## config.mk

```make
export PLATFORM = sky130hd
export DESIGN_NAME = sstk_core
export DESIGN_NICKNAME = d
export VERILOG_FILES = /design/src/logic/sstk_pkg.sv /design/src/logic/sstk_addr_step.sv /design/src/logic/sstk_frame_word.sv /design/src/logic/sstk_core.sv
export SDC_FILE = /design/constraint.sdc
export NUM_CORES = 1
export LEC_CHECK = 0
export BUFFER_PORTS_ARGS = -buffer_cell sky130_fd_sc_hd__buf_2
export CAP_MARGIN = 20
export CELL_PAD_IN_SITES_DETAIL_PLACEMENT = 1
export CELL_PAD_IN_SITES_GLOBAL_PLACEMENT = 2
export CORE_ASPECT_RATIO = 0.8
export CORE_UTILIZATION = 27
export DETAILED_ROUTE_END_ITERATION = 7
export GPL_ROUTABILITY_DRIVEN = 0
export GPL_TIMING_DRIVEN = 0
export PLACE_DENSITY = 0.84
export SLEW_MARGIN = 20
export SYNTH_ARGS = -nofsm -noshare
export SYNTH_HDL_FRONTEND = slang
export SYNTH_SLANG_ARGS = --single-unit
```

## constraint.sdc

```tcl
create_clock -name clk_sys_i -period 2.9 [get_ports clk_sys_i]
set_input_delay 0.58 -clock clk_sys_i [delete_from_list [all_inputs] [get_ports clk_sys_i]]
set_output_delay 0.58 -clock clk_sys_i [all_outputs]
set_load 0.05 [all_outputs]
```

## src/logic/sstk_pkg.sv

```systemverilog
// Package for the software stack pointer block: widths, reset values, ops.
// Assumes a 16-bit data space and a 23-bit program counter.
package sstk_pkg;
  localparam int SSTK_DW = 16;
  localparam int SSTK_PCW = 23;
  localparam int SSTK_PC_LO_W = 16;
  localparam int SSTK_PC_HI_W = 7;
  localparam int SSTK_SRL_W = 8;
  localparam logic [15:0] SSTK_RESET_ADDR = 16'h1000;
  localparam logic [15:0] SSTK_WORD_STEP = 16'h0002;
  localparam logic [15:0] SSTK_ALIGN_MASK = 16'hFFFE;
  localparam logic [15:0] SSTK_FP_RESET = 16'h0000;
  localparam logic [7:0] SSTK_ZERO_BYTE = 8'h00;
  typedef enum logic [2:0] {
    SSTK_OP_NONE,
    SSTK_OP_PUSH,
    SSTK_OP_POP,
    SSTK_OP_CALL,
    SSTK_OP_EXC,
    SSTK_OP_RET,
    SSTK_OP_RETFIE
  } sstk_op_t;
endpackage

```

## src/logic/sstk_addr_step.sv

```systemverilog
// Pointer step unit: aligned increment or decrement of a 16-bit pointer.
// Assumes callers pass word-aligned pointers; carries wrap within 16 bits.
`timescale 1ns/1ps
module sstk_addr_step (
  input wire logic [sstk_pkg::SSTK_DW-1:0] ptr_i,
  output logic [sstk_pkg::SSTK_DW-1:0] inc_o,
  output logic [sstk_pkg::SSTK_DW-1:0] dec_o
);
  import sstk_pkg::*;
  // Sixteen-bit arithmetic keeps the pointer out of paged space
  assign inc_o = (ptr_i + SSTK_WORD_STEP) & SSTK_ALIGN_MASK;
  assign dec_o = (ptr_i - SSTK_WORD_STEP) & SSTK_ALIGN_MASK;
endmodule

```

## src/logic/sstk_frame_word.sv

```systemverilog
// Builds the second saved word of a program counter push.
// Assumes the sequencer tells calls apart from exception entry.
`timescale 1ns/1ps
module sstk_frame_word (
  input wire logic [sstk_pkg::SSTK_PC_HI_W-1:0] pc_hi_i,
  input wire logic [sstk_pkg::SSTK_SRL_W-1:0] status_low_byte_i,
  input wire logic is_exc_i,
  output logic [sstk_pkg::SSTK_DW-1:0] word_o
);
  import sstk_pkg::*;
  logic [SSTK_SRL_W-1:0] low_sel;
  assign low_sel = is_exc_i ? status_low_byte_i : SSTK_ZERO_BYTE;
  // Upper byte carries the PC high bits, zero filled above them
  assign word_o = {1'b0, pc_hi_i, low_sel};
endmodule

```

## src/logic/sstk_core.sv

```systemverilog
// Software stack pointer core: pointer register, push/pop sequencing.
// Assumes the sequencer holds op_i until done_o and memory answers in 1 cycle.
//
// Contract
// Bit 0 of the stack pointer is always zero whatever is written.
// Every reset loads the stack pointer with 0x1000.
// The pointer addresses the next free word and the stack grows upward.
// Pop decrements then reads; push writes then increments.
// A PC save writes PC low 16 bits first, then PC bits 22 to 16.
// On a call the second saved word is zero above the PC high bits.
// On exception entry the second word holds the status low byte too.
// Stack pointer addresses are 16-bit only and never paged.
// With frame pointer mode set, the frame pointer is 16-bit unpaged.
// Any instruction can read, write and compute on the stack pointer.
// Calls, returns and exceptions move the pointer without software.
`timescale 1ns/1ps
module sstk_core (
  input wire logic clk_sys_i,
  input wire logic rst_i,
  input wire sstk_pkg::sstk_op_t op_i,
  input wire logic [sstk_pkg::SSTK_DW-1:0] push_data_i,
  input wire logic [sstk_pkg::SSTK_PCW-1:0] pc_i,
  input wire logic [sstk_pkg::SSTK_SRL_W-1:0] status_low_byte_i,
  input wire logic wreg_we_i,
  input wire logic [sstk_pkg::SSTK_DW-1:0] wreg_wdata_i,
  input wire logic fp_we_i,
  input wire logic [sstk_pkg::SSTK_DW-1:0] fp_wdata_i,
  input wire logic frame_pointer_active_i,
  input wire logic [sstk_pkg::SSTK_DW-1:0] mem_rdata_i,
  output logic [sstk_pkg::SSTK_DW-1:0] stack_pointer_reg_o,
  output logic [sstk_pkg::SSTK_DW-1:0] frame_pointer_reg_o,
  output logic fp_unpaged_o,
  output logic mem_we_o,
  output logic mem_re_o,
  output logic [sstk_pkg::SSTK_DW-1:0] mem_addr_o,
  output logic [sstk_pkg::SSTK_DW-1:0] mem_wdata_o,
  output logic extended_space_paging_o,
  output logic [sstk_pkg::SSTK_DW-1:0] pop_data_o,
  output logic [sstk_pkg::SSTK_PCW-1:0] ret_pc_o,
  output logic [sstk_pkg::SSTK_SRL_W-1:0] ret_srl_o,
  output logic ret_srl_valid_o,
  output logic done_o
);
  import sstk_pkg::*;

  typedef enum logic [2:0] {
    SSTK_IDLE,
    SSTK_WR_LO,
    SSTK_WR_HI,
    SSTK_RD_HI,
    SSTK_RD_LO,
    SSTK_RD_ONE,
    SSTK_DONE
  } sstk_state_t;

  sstk_state_t state;
  sstk_state_t next_state;
  logic [SSTK_DW-1:0] sp;
  logic [SSTK_DW-1:0] next_sp;
  logic [SSTK_DW-1:0] fp;
  logic is_exc;
  logic is_retfie;
  logic is_pop;
  logic is_load;
  logic [SSTK_DW-1:0] sp_inc;
  logic [SSTK_DW-1:0] sp_dec;
  logic [SSTK_DW-1:0] frame_hi;
  logic [SSTK_DW-1:0] next_addr;
  logic [SSTK_DW-1:0] next_wdata;
  logic next_we;
  logic next_re;
  logic [SSTK_DW-1:0] pop_data;
  logic [SSTK_PCW-1:0] ret_pc;
  logic [SSTK_SRL_W-1:0] ret_srl;
  logic ret_srl_valid;

  sstk_addr_step u_step (
    .ptr_i(sp),
    .inc_o(sp_inc),
    .dec_o(sp_dec)
  );

  sstk_frame_word u_frame (
    .pc_hi_i(pc_i[SSTK_PCW-1:SSTK_PC_LO_W]),
    .status_low_byte_i(status_low_byte_i),
    .is_exc_i(is_exc),
    .word_o(frame_hi)
  );

  wire start_pc_save = (op_i == SSTK_OP_CALL) || (op_i == SSTK_OP_EXC);
  wire start_pc_load = (op_i == SSTK_OP_RET) || (op_i == SSTK_OP_RETFIE);

  // Next state and the memory strobe for the coming cycle
  always_comb begin
    next_state = state;
    next_sp = sp;
    next_we = 1'b0;
    next_re = 1'b0;
    next_addr = sp;
    next_wdata = SSTK_FP_RESET;
    case (state)
      SSTK_IDLE: begin
        if (op_i == SSTK_OP_PUSH) begin
          next_we = 1'b1; // Write at the free word first
          next_wdata = push_data_i;
          next_state = SSTK_WR_HI;
        end else if (start_pc_save) begin
          next_we = 1'b1; // Low PC half first
          next_wdata = pc_i[SSTK_PC_LO_W-1:0];
          next_state = SSTK_WR_LO;
        end else if (op_i == SSTK_OP_POP) begin
          next_sp = sp_dec; // Decrement before the read
          next_re = 1'b1;
          next_addr = sp_dec;
          next_state = SSTK_RD_ONE;
        end else if (start_pc_load) begin
          next_sp = sp_dec;
          next_re = 1'b1;
          next_addr = sp_dec;
          next_state = SSTK_RD_HI;
        end else if (wreg_we_i) begin
          next_sp = wreg_wdata_i & SSTK_ALIGN_MASK;
        end
      end
      SSTK_WR_LO: begin
        next_sp = sp_inc; // Post-increment, then high half
        next_we = 1'b1;
        next_addr = sp_inc;
        next_wdata = frame_hi;
        next_state = SSTK_WR_HI;
      end
      SSTK_WR_HI: begin
        next_sp = sp_inc;
        next_state = SSTK_DONE;
      end
      SSTK_RD_HI: begin
        next_sp = sp_dec;
        next_re = 1'b1;
        next_addr = sp_dec;
        next_state = SSTK_RD_LO;
      end
      SSTK_RD_LO: next_state = SSTK_DONE;
      SSTK_RD_ONE: next_state = SSTK_DONE;
      SSTK_DONE: next_state = SSTK_IDLE;
      default: next_state = SSTK_IDLE;
    endcase
  end

  always_ff @(posedge clk_sys_i) begin
    if (rst_i) begin
      state <= SSTK_IDLE;
      sp <= SSTK_RESET_ADDR;
      mem_we_o <= 1'b0;
      mem_re_o <= 1'b0;
      mem_addr_o <= SSTK_RESET_ADDR;
      mem_wdata_o <= SSTK_FP_RESET;
    end else begin
      state <= next_state;
      sp <= next_sp & SSTK_ALIGN_MASK;
      mem_we_o <= next_we;
      mem_re_o <= next_re;
      mem_addr_o <= next_addr;
      mem_wdata_o <= next_wdata;
    end
  end

  // Op kind is latched at op start; pc_i stays held until done
  always_ff @(posedge clk_sys_i) begin
    if (rst_i) begin
      is_exc <= 1'b0;
      is_retfie <= 1'b0;
      is_pop <= 1'b0;
      is_load <= 1'b0;
    end else if (state == SSTK_IDLE) begin
      is_exc <= (op_i == SSTK_OP_EXC);
      is_retfie <= (op_i == SSTK_OP_RETFIE);
      is_pop <= (op_i == SSTK_OP_POP);
      is_load <= start_pc_load;
    end
  end

  // Read data returns one cycle after the strobe
  always_ff @(posedge clk_sys_i) begin
    if (rst_i) begin
      pop_data <= SSTK_FP_RESET;
      ret_pc <= '0;
      ret_srl <= SSTK_ZERO_BYTE;
      ret_srl_valid <= 1'b0;
    end else if (state == SSTK_RD_LO) begin
      ret_pc[SSTK_PCW-1:SSTK_PC_LO_W] <=
        mem_rdata_i[SSTK_DW-2:SSTK_SRL_W];
      ret_srl <= mem_rdata_i[SSTK_SRL_W-1:0];
      ret_srl_valid <= is_retfie;
    end else if (state == SSTK_DONE && is_pop) begin
      pop_data <= mem_rdata_i; // Data of the strobe one cycle back
    end else if (state == SSTK_DONE && is_load) begin
      ret_pc[SSTK_PC_LO_W-1:0] <= mem_rdata_i;
    end
  end

  // Frame pointer kept here so its range limit is enforced
  always_ff @(posedge clk_sys_i) begin
    if (rst_i) begin
      fp <= SSTK_FP_RESET;
    end else if (fp_we_i) begin
      fp <= fp_wdata_i;
    end
  end

  assign stack_pointer_reg_o = sp;
  assign frame_pointer_reg_o = fp;
  assign fp_unpaged_o = frame_pointer_active_i;
  assign extended_space_paging_o = 1'b0; // Never paged
  assign pop_data_o = pop_data;
  assign ret_pc_o = ret_pc;
  assign ret_srl_o = ret_srl;
  assign ret_srl_valid_o = ret_srl_valid;
  assign done_o = (state == SSTK_DONE);
endmodule

```

After elaboration in Yosys (flattened, before gate mapping):

Cells that the tools add are included.

* add/sub/neg operators: 2
* eq/ne operators: 16
* muxes and demuxes: 28
* bitwise operators: 2
* reduce and logical (&&, ||, !) cells: 11

Operators by type and width (count)
* $mux W16: 11
* $pmux W16 S3: 2
* $pmux W16 S2: 1
* $eq A3 B3 Y1 const B: 6
* $add A16 B2 Y16 const B: 1
* $sub A16 B2 Y16 const B: 1
* $eq A3 B2 Y1 const B: 4
* $mux W3: 4
* $pmux W3 S4: 1
* $mux W8: 1
* $eq A3 B1 Y1 const B: 2
* $mux W1: 6
* $ne A5 B4 Y1 const B: 1
* $ne A2 B2 Y1 const B: 2
* $ne A4 B3 Y1 const B: 1
* $pmux W1 S2: 2
* $reduce_and A4 Y1: 1
* $logic_not A3 Y1: 1
* $reduce_and A3 Y1: 1
* $reduce_bool A3 Y1: 1
* $reduce_or A3 Y1: 1
* $logic_and A1 B1 Y1: 2
* $logic_or A1 B1 Y1: 2
* $not A1 Y1: 2
* 2 further kinds: 2

* register bits: 121
* input port bits: 103
* output and inout bits: 117
* word-level logic and storage cells: 76

Depth between registers and ports, before layout:

* word-level depth: 7
* mapped depth: 8
* gate-level depth less buffers: 7

By module:

From an unflattened synthesis, not the netlist that was laid out.

* cells, all modules: 766
* area total of the unflattened synthesis: 6618.8 um2

Modules (own cells, without submodules)
* sstk_core: times used 1, cells an instance 669, area an instance 5965.7 um2, sequential area each 2402.3 um2
* sstk_addr_step: times used 1, cells an instance 80, area an instance 539.3 um2, sequential area each 0.0 um2
* sstk_frame_word: times used 1, cells an instance 17, area an instance 113.9 um2, sequential area each 0.0 um2

Least setup slack after synthesis:

Ideal clock, no wire load.

* path kind: reg-to-reg
* start point: register sp[2] (netlist: stack_pointer_reg_o[2])
* end point: register sp[12] (netlist: stack_pointer_reg_o[12])
* library setup time: 122 ps
* data arrival time: 2350 ps
* data required time: 2778 ps
* slack: 428 ps
* stages on the path, launching flop included: 7
* path buffers: 1
* clock period less this slack: 2472 ps
* path through: dfxtp_1 buf_2 nand4_1 nor4_1 mux2_2 a221o_1 a221o_1

* cells in the longest elaborated chain, start to end: 6
* elaborated cells between the ends (all ways): 7
* those cells by class: add/sub (2); mux (5)

Ends and longest elaborated chain
* start, declared: line sstk_core.sv:58 `logic [SSTK_DW-1:0] sp;`
* start signal, assigned: line sstk_core.sv:159 `sp <= next_sp & SSTK_ALIGN_MASK;`
* $sub A16 B2 Y16: line sstk_addr_step.sv:12 `assign dec_o = (ptr_i - SSTK_WORD_STEP) & SSTK_ALIGN_MASK;`
* $mux W16: line sstk_core.sv:116 `end else if (start_pc_load) begin`
* $mux W16: line sstk_core.sv:111 `end else if (op_i == SSTK_OP_POP) begin`
* $mux W16: line sstk_core.sv:107 `end else if (start_pc_save) begin`
* $mux W16: line sstk_core.sv:103 `if (op_i == SSTK_OP_PUSH) begin`
* $pmux W16 S3 *: line sstk_core.sv:101 `case (state)`

Every way passes the cells marked *; elsewhere a longest branch is shown, timed or not. The select of a mux whose other input is x is not followed.
A chain may end at the register's enable or synchronous reset.

Worst setup path after layout:

* start point: register sp[2] (netlist: stack_pointer_reg_o[2])
* end point: register mem_addr_o[13] in the netlist's numbering

* cells in the longest elaborated chain, start to end: 6
* elaborated cells between the ends (all ways): 7
* those cells by class: add/sub (2); mux (5)

Ends and longest elaborated chain
* $sub A16 B2 Y16: line sstk_addr_step.sv:12
* $mux W16: line sstk_core.sv:116
* $mux W16: line sstk_core.sv:111
* $mux W16: line sstk_core.sv:107
* $mux W16: line sstk_core.sv:103
* $pmux W16 S3 *: line sstk_core.sv:101
* end signal, assigned: line sstk_core.sv:162 `mem_addr_o <= next_addr;`
* end, declared: line sstk_core.sv:35 `output logic [sstk_pkg::SSTK_DW-1:0] mem_addr_o,`

Every way passes the cells marked *; elsewhere a longest branch is shown, timed or not.

==> impl_metrics.env <==
export IMPL_status="finished, violations left"
export IMPL_root_buffer="clkbuf_16"
export IMPL_holdPathStages=3
export IMPL_final_common_cell="buf_2"
export IMPL_final_cell_mix="buf_2, nand2_1, dfxtp_1"
export IMPL_synth_ff_type="dfxtp_1"
export IMPL_synth_area_per_cell_um2=7.925
export IMPL_stdcell_area_um2=7883
export IMPL_max_freq_ghz=0.3638
export IMPL_vdd_ir_drop_worst_mv=0.3074
export IMPL_place_ws_ns=-0.03767
export IMPL_synth_seq_cells=119
export IMPL_start_kind="flip-flop"
export IMPL_crit_fanout=8
export IMPL_finalCriticalPeriod_ns=2.749
export IMPL_initial_utilization_pct=27.75
export IMPL_fin_cells=1247
export IMPL_rsz0062_at_grt="false"
export IMPL_p_leak_nw=3.342
export IMPL_violations="design-rule violations"
export IMPL_vias_per_cell=5.205
export IMPL_multiInputGateArea_um2=3099
export IMPL_setup_slack_ns=0.1513
export IMPL_dpl_instance_area_um2=7209
export IMPL_die_w_um=165.8
export IMPL_worstSkewPairLatency_ns=0.43
export IMPL_numClockSinks=119
export IMPL_async_flop_share_pct=0
export IMPL_ys_seq_area_share_pct=41.12
export IMPL_timing_final_max_slew_violations=0
export IMPL_antenna_cells=0
export IMPL_drc_errors=9
export IMPL_fp_dieH_um=133.0
export IMPL_cp_data_required_time_ns=3.17
export IMPL_drtAntennaViolNets=0
export IMPL_yosysTopAreaCell="dfxtp_1"
export IMPL_clkTransAtPathRegs_ns=0.06
export IMPL_crit_arrival_ns=3.02
export IMPL_io_pins=220
export IMPL_dieArea_um2=22050
export IMPL_setup_viol=0
export IMPL_routedWlPerCell_um=19.19
export IMPL_worst_pin_slew_ns=0.9899
export IMPL_finalPower_mw=6.170
export IMPL_ys_types=61
export IMPL_grt_max_degree=17
export IMPL_drt_iter0_drc=453
export IMPL_skew_ns=0.01313
export IMPL_yosysTopAreaCellShare_pct=41.12
export IMPL_cts_max_level=4
export IMPL_seqCellArea_um2=2382
export IMPL_r2r_cells=8
export IMPL_synth_area_top_cells="dfxtp_1, nand2_1, a21oi_1, nor2_1, mux2i_1"
export IMPL_synthCells=731
export IMPL_relSlewSlack_pct=33.50
export IMPL_vias=6491
export IMPL_cts_buffer_depth=2
export IMPL_antenna_found_initial=0
export IMPL_grt_pass1_wl_um=37270
export IMPL_hp_class="in2reg"
export IMPL_period_share_pct=94.78
export IMPL_fillCellCount=2587
export IMPL_cts_buffers_inserted=17
export IMPL_drive_above_1_share_pct=28.63
export IMPL_hpwl_um=17770
export IMPL_drtPass1Iterations=7
export IMPL_yosysWarnings=0
export IMPL_track_usage_pct=21.93
export IMPL_cts_tree="yes"
export IMPL_numPortBuffers=212
export IMPL_final_hold_violation_count=0
export IMPL_grt_overflow_total=0
export IMPL_place_inst=1215
export IMPL_final_nets=1071
export IMPL_core_area_um2=20880
export IMPL_area_delta_synth_final_pct=36.07
export IMPL_num_rows=47
export IMPL_synth_edf_count=0
export IMPL_maxCapViolCount=0
export IMPL_syn_area_um2=5793
export IMPL_endpoint_kind="flip-flop"
export IMPL_power_density_nw_per_um2=782.7
export IMPL_worstSetupPathType="reg2reg"
export IMPL_grt_pass1_vias=6397
export IMPL_wl_um=23930
-- synth_stat cells (8+ instances only) --
| library cell | count |
|---|---|
| inv_1 | 11 |
| o2bb2ai_1 | 9 |
| a21oi_1 | 79 |
| nor2b_1 | 9 |
| dfxtp_1 | 119 |
| a211oi_1 | 14 |
| nor3_1 | 19 |
| clkbuf_1 | 45 |
| nand3_1 | 9 |
| mux2i_1 | 18 |
| nor2_1 | 58 |
| nand2b_1 | 8 |
| o21ai_0 | 28 |
| a221oi_1 | 8 |
| buf_2 | 10 |
| nand2_1 | 129 |
| a22oi_1 | 18 |
-- path summary, 6_finish.rpt --
kind | to | slack (ns) | from
worst max-delay path | mem_addr_o[13] | 0.15 | stack_pointer_reg_o[2]
worst min-delay path | mem_wdata_o[11] | 0.36 | pc_i[19]
worst min register to register | ret_pc_o[20] | 0.45 | ret_pc_o[20]
worst max register to register | mem_addr_o[13] | 0.15 | stack_pointer_reg_o[2]
-- report_power, final --
group	total [mW]	leakage [nW]	internal, mW	switching (mW)
sequential	1.84	0.970	1.77	0.0722
combinational	1.93	2.05	0.547	1.38
clock	2.40	0.321	1.56	0.846
-- layer usage --
layer  up-vias  GRT usage [%]  share of wire, %
li1       3085              -                 -
met1      3134          30.63                48
met2       254          33.66                44
met3        18          5.444               6.8
met4         0          5.400               1.1
met5         -              0                 0
-- what timing repair did --
| action | CTS | global route |
|---|---|---|
| hold buffers | 0 | 0 |
| resized for setup | 0 | 3 |
| endpoints found under the setup margin | 0 | 7 |
| setup buffers | 0 | 0 |
-- logic make-up after synthesis --
group / after synthesis / synth area share (%)
xor gates and xnor gates: 10 / 1.512
AOI/OAI and AO/OA: 209 / 23.41
DFF: 119 / 41.12
other: 1 / 0.06473
muxes: 24 / 4.276
buffers and inverters: 79 / 5.853
and+or+nand+nor: 286 / 23.11
adders and majority gates: 3 / 0.6480
-- critical path, cell delays in order, from the launching register on --
cell and delay [ns]:
dfxtp_1 0.33, buf_2 0.18, inv_1 0.09, ha_1 0.23, nor3b_1 0.62, nand3_1 0.29
and3_1 0.30, o41ai_1 0.39, a31oi_1 0.17
-- cell type report --
cell class	instances	share of cell area (%)
Multi-Input combinational cell	535	39.32
Tap cell	269	4.270
Clock inverter	14	2.794
Sequential cell	119	30.22
Buffer	68	3.778
Inverter	11	0.5238
Timing Repair Buffer	213	13.52
Clock buffer	18	5.571
-- registers in the layout, summed over array words and instances (netlist names), 3 cells and up --
register             flops
stack_pointer_reg_o     15
pop_data_o              16
mem_addr_o              15
frame_pointer_reg_o     16
ret_srl_o                8
ret_pc_o                23
mem_wdata_o             16
state                    3
-- through the flow --
stage	utilization [%]	hold WS, ns	setup TNS, ns
floorplan	-	0.4322	0
CTS	37.69	0.3375	0
global placement	34.48	0.4393	-0.1344
global route	37.76	0.3442	0
finish	37.76	0.3552	0
detailed placement	34.53	0.4475	-0.1127
(Power assumes the default switching activity.)
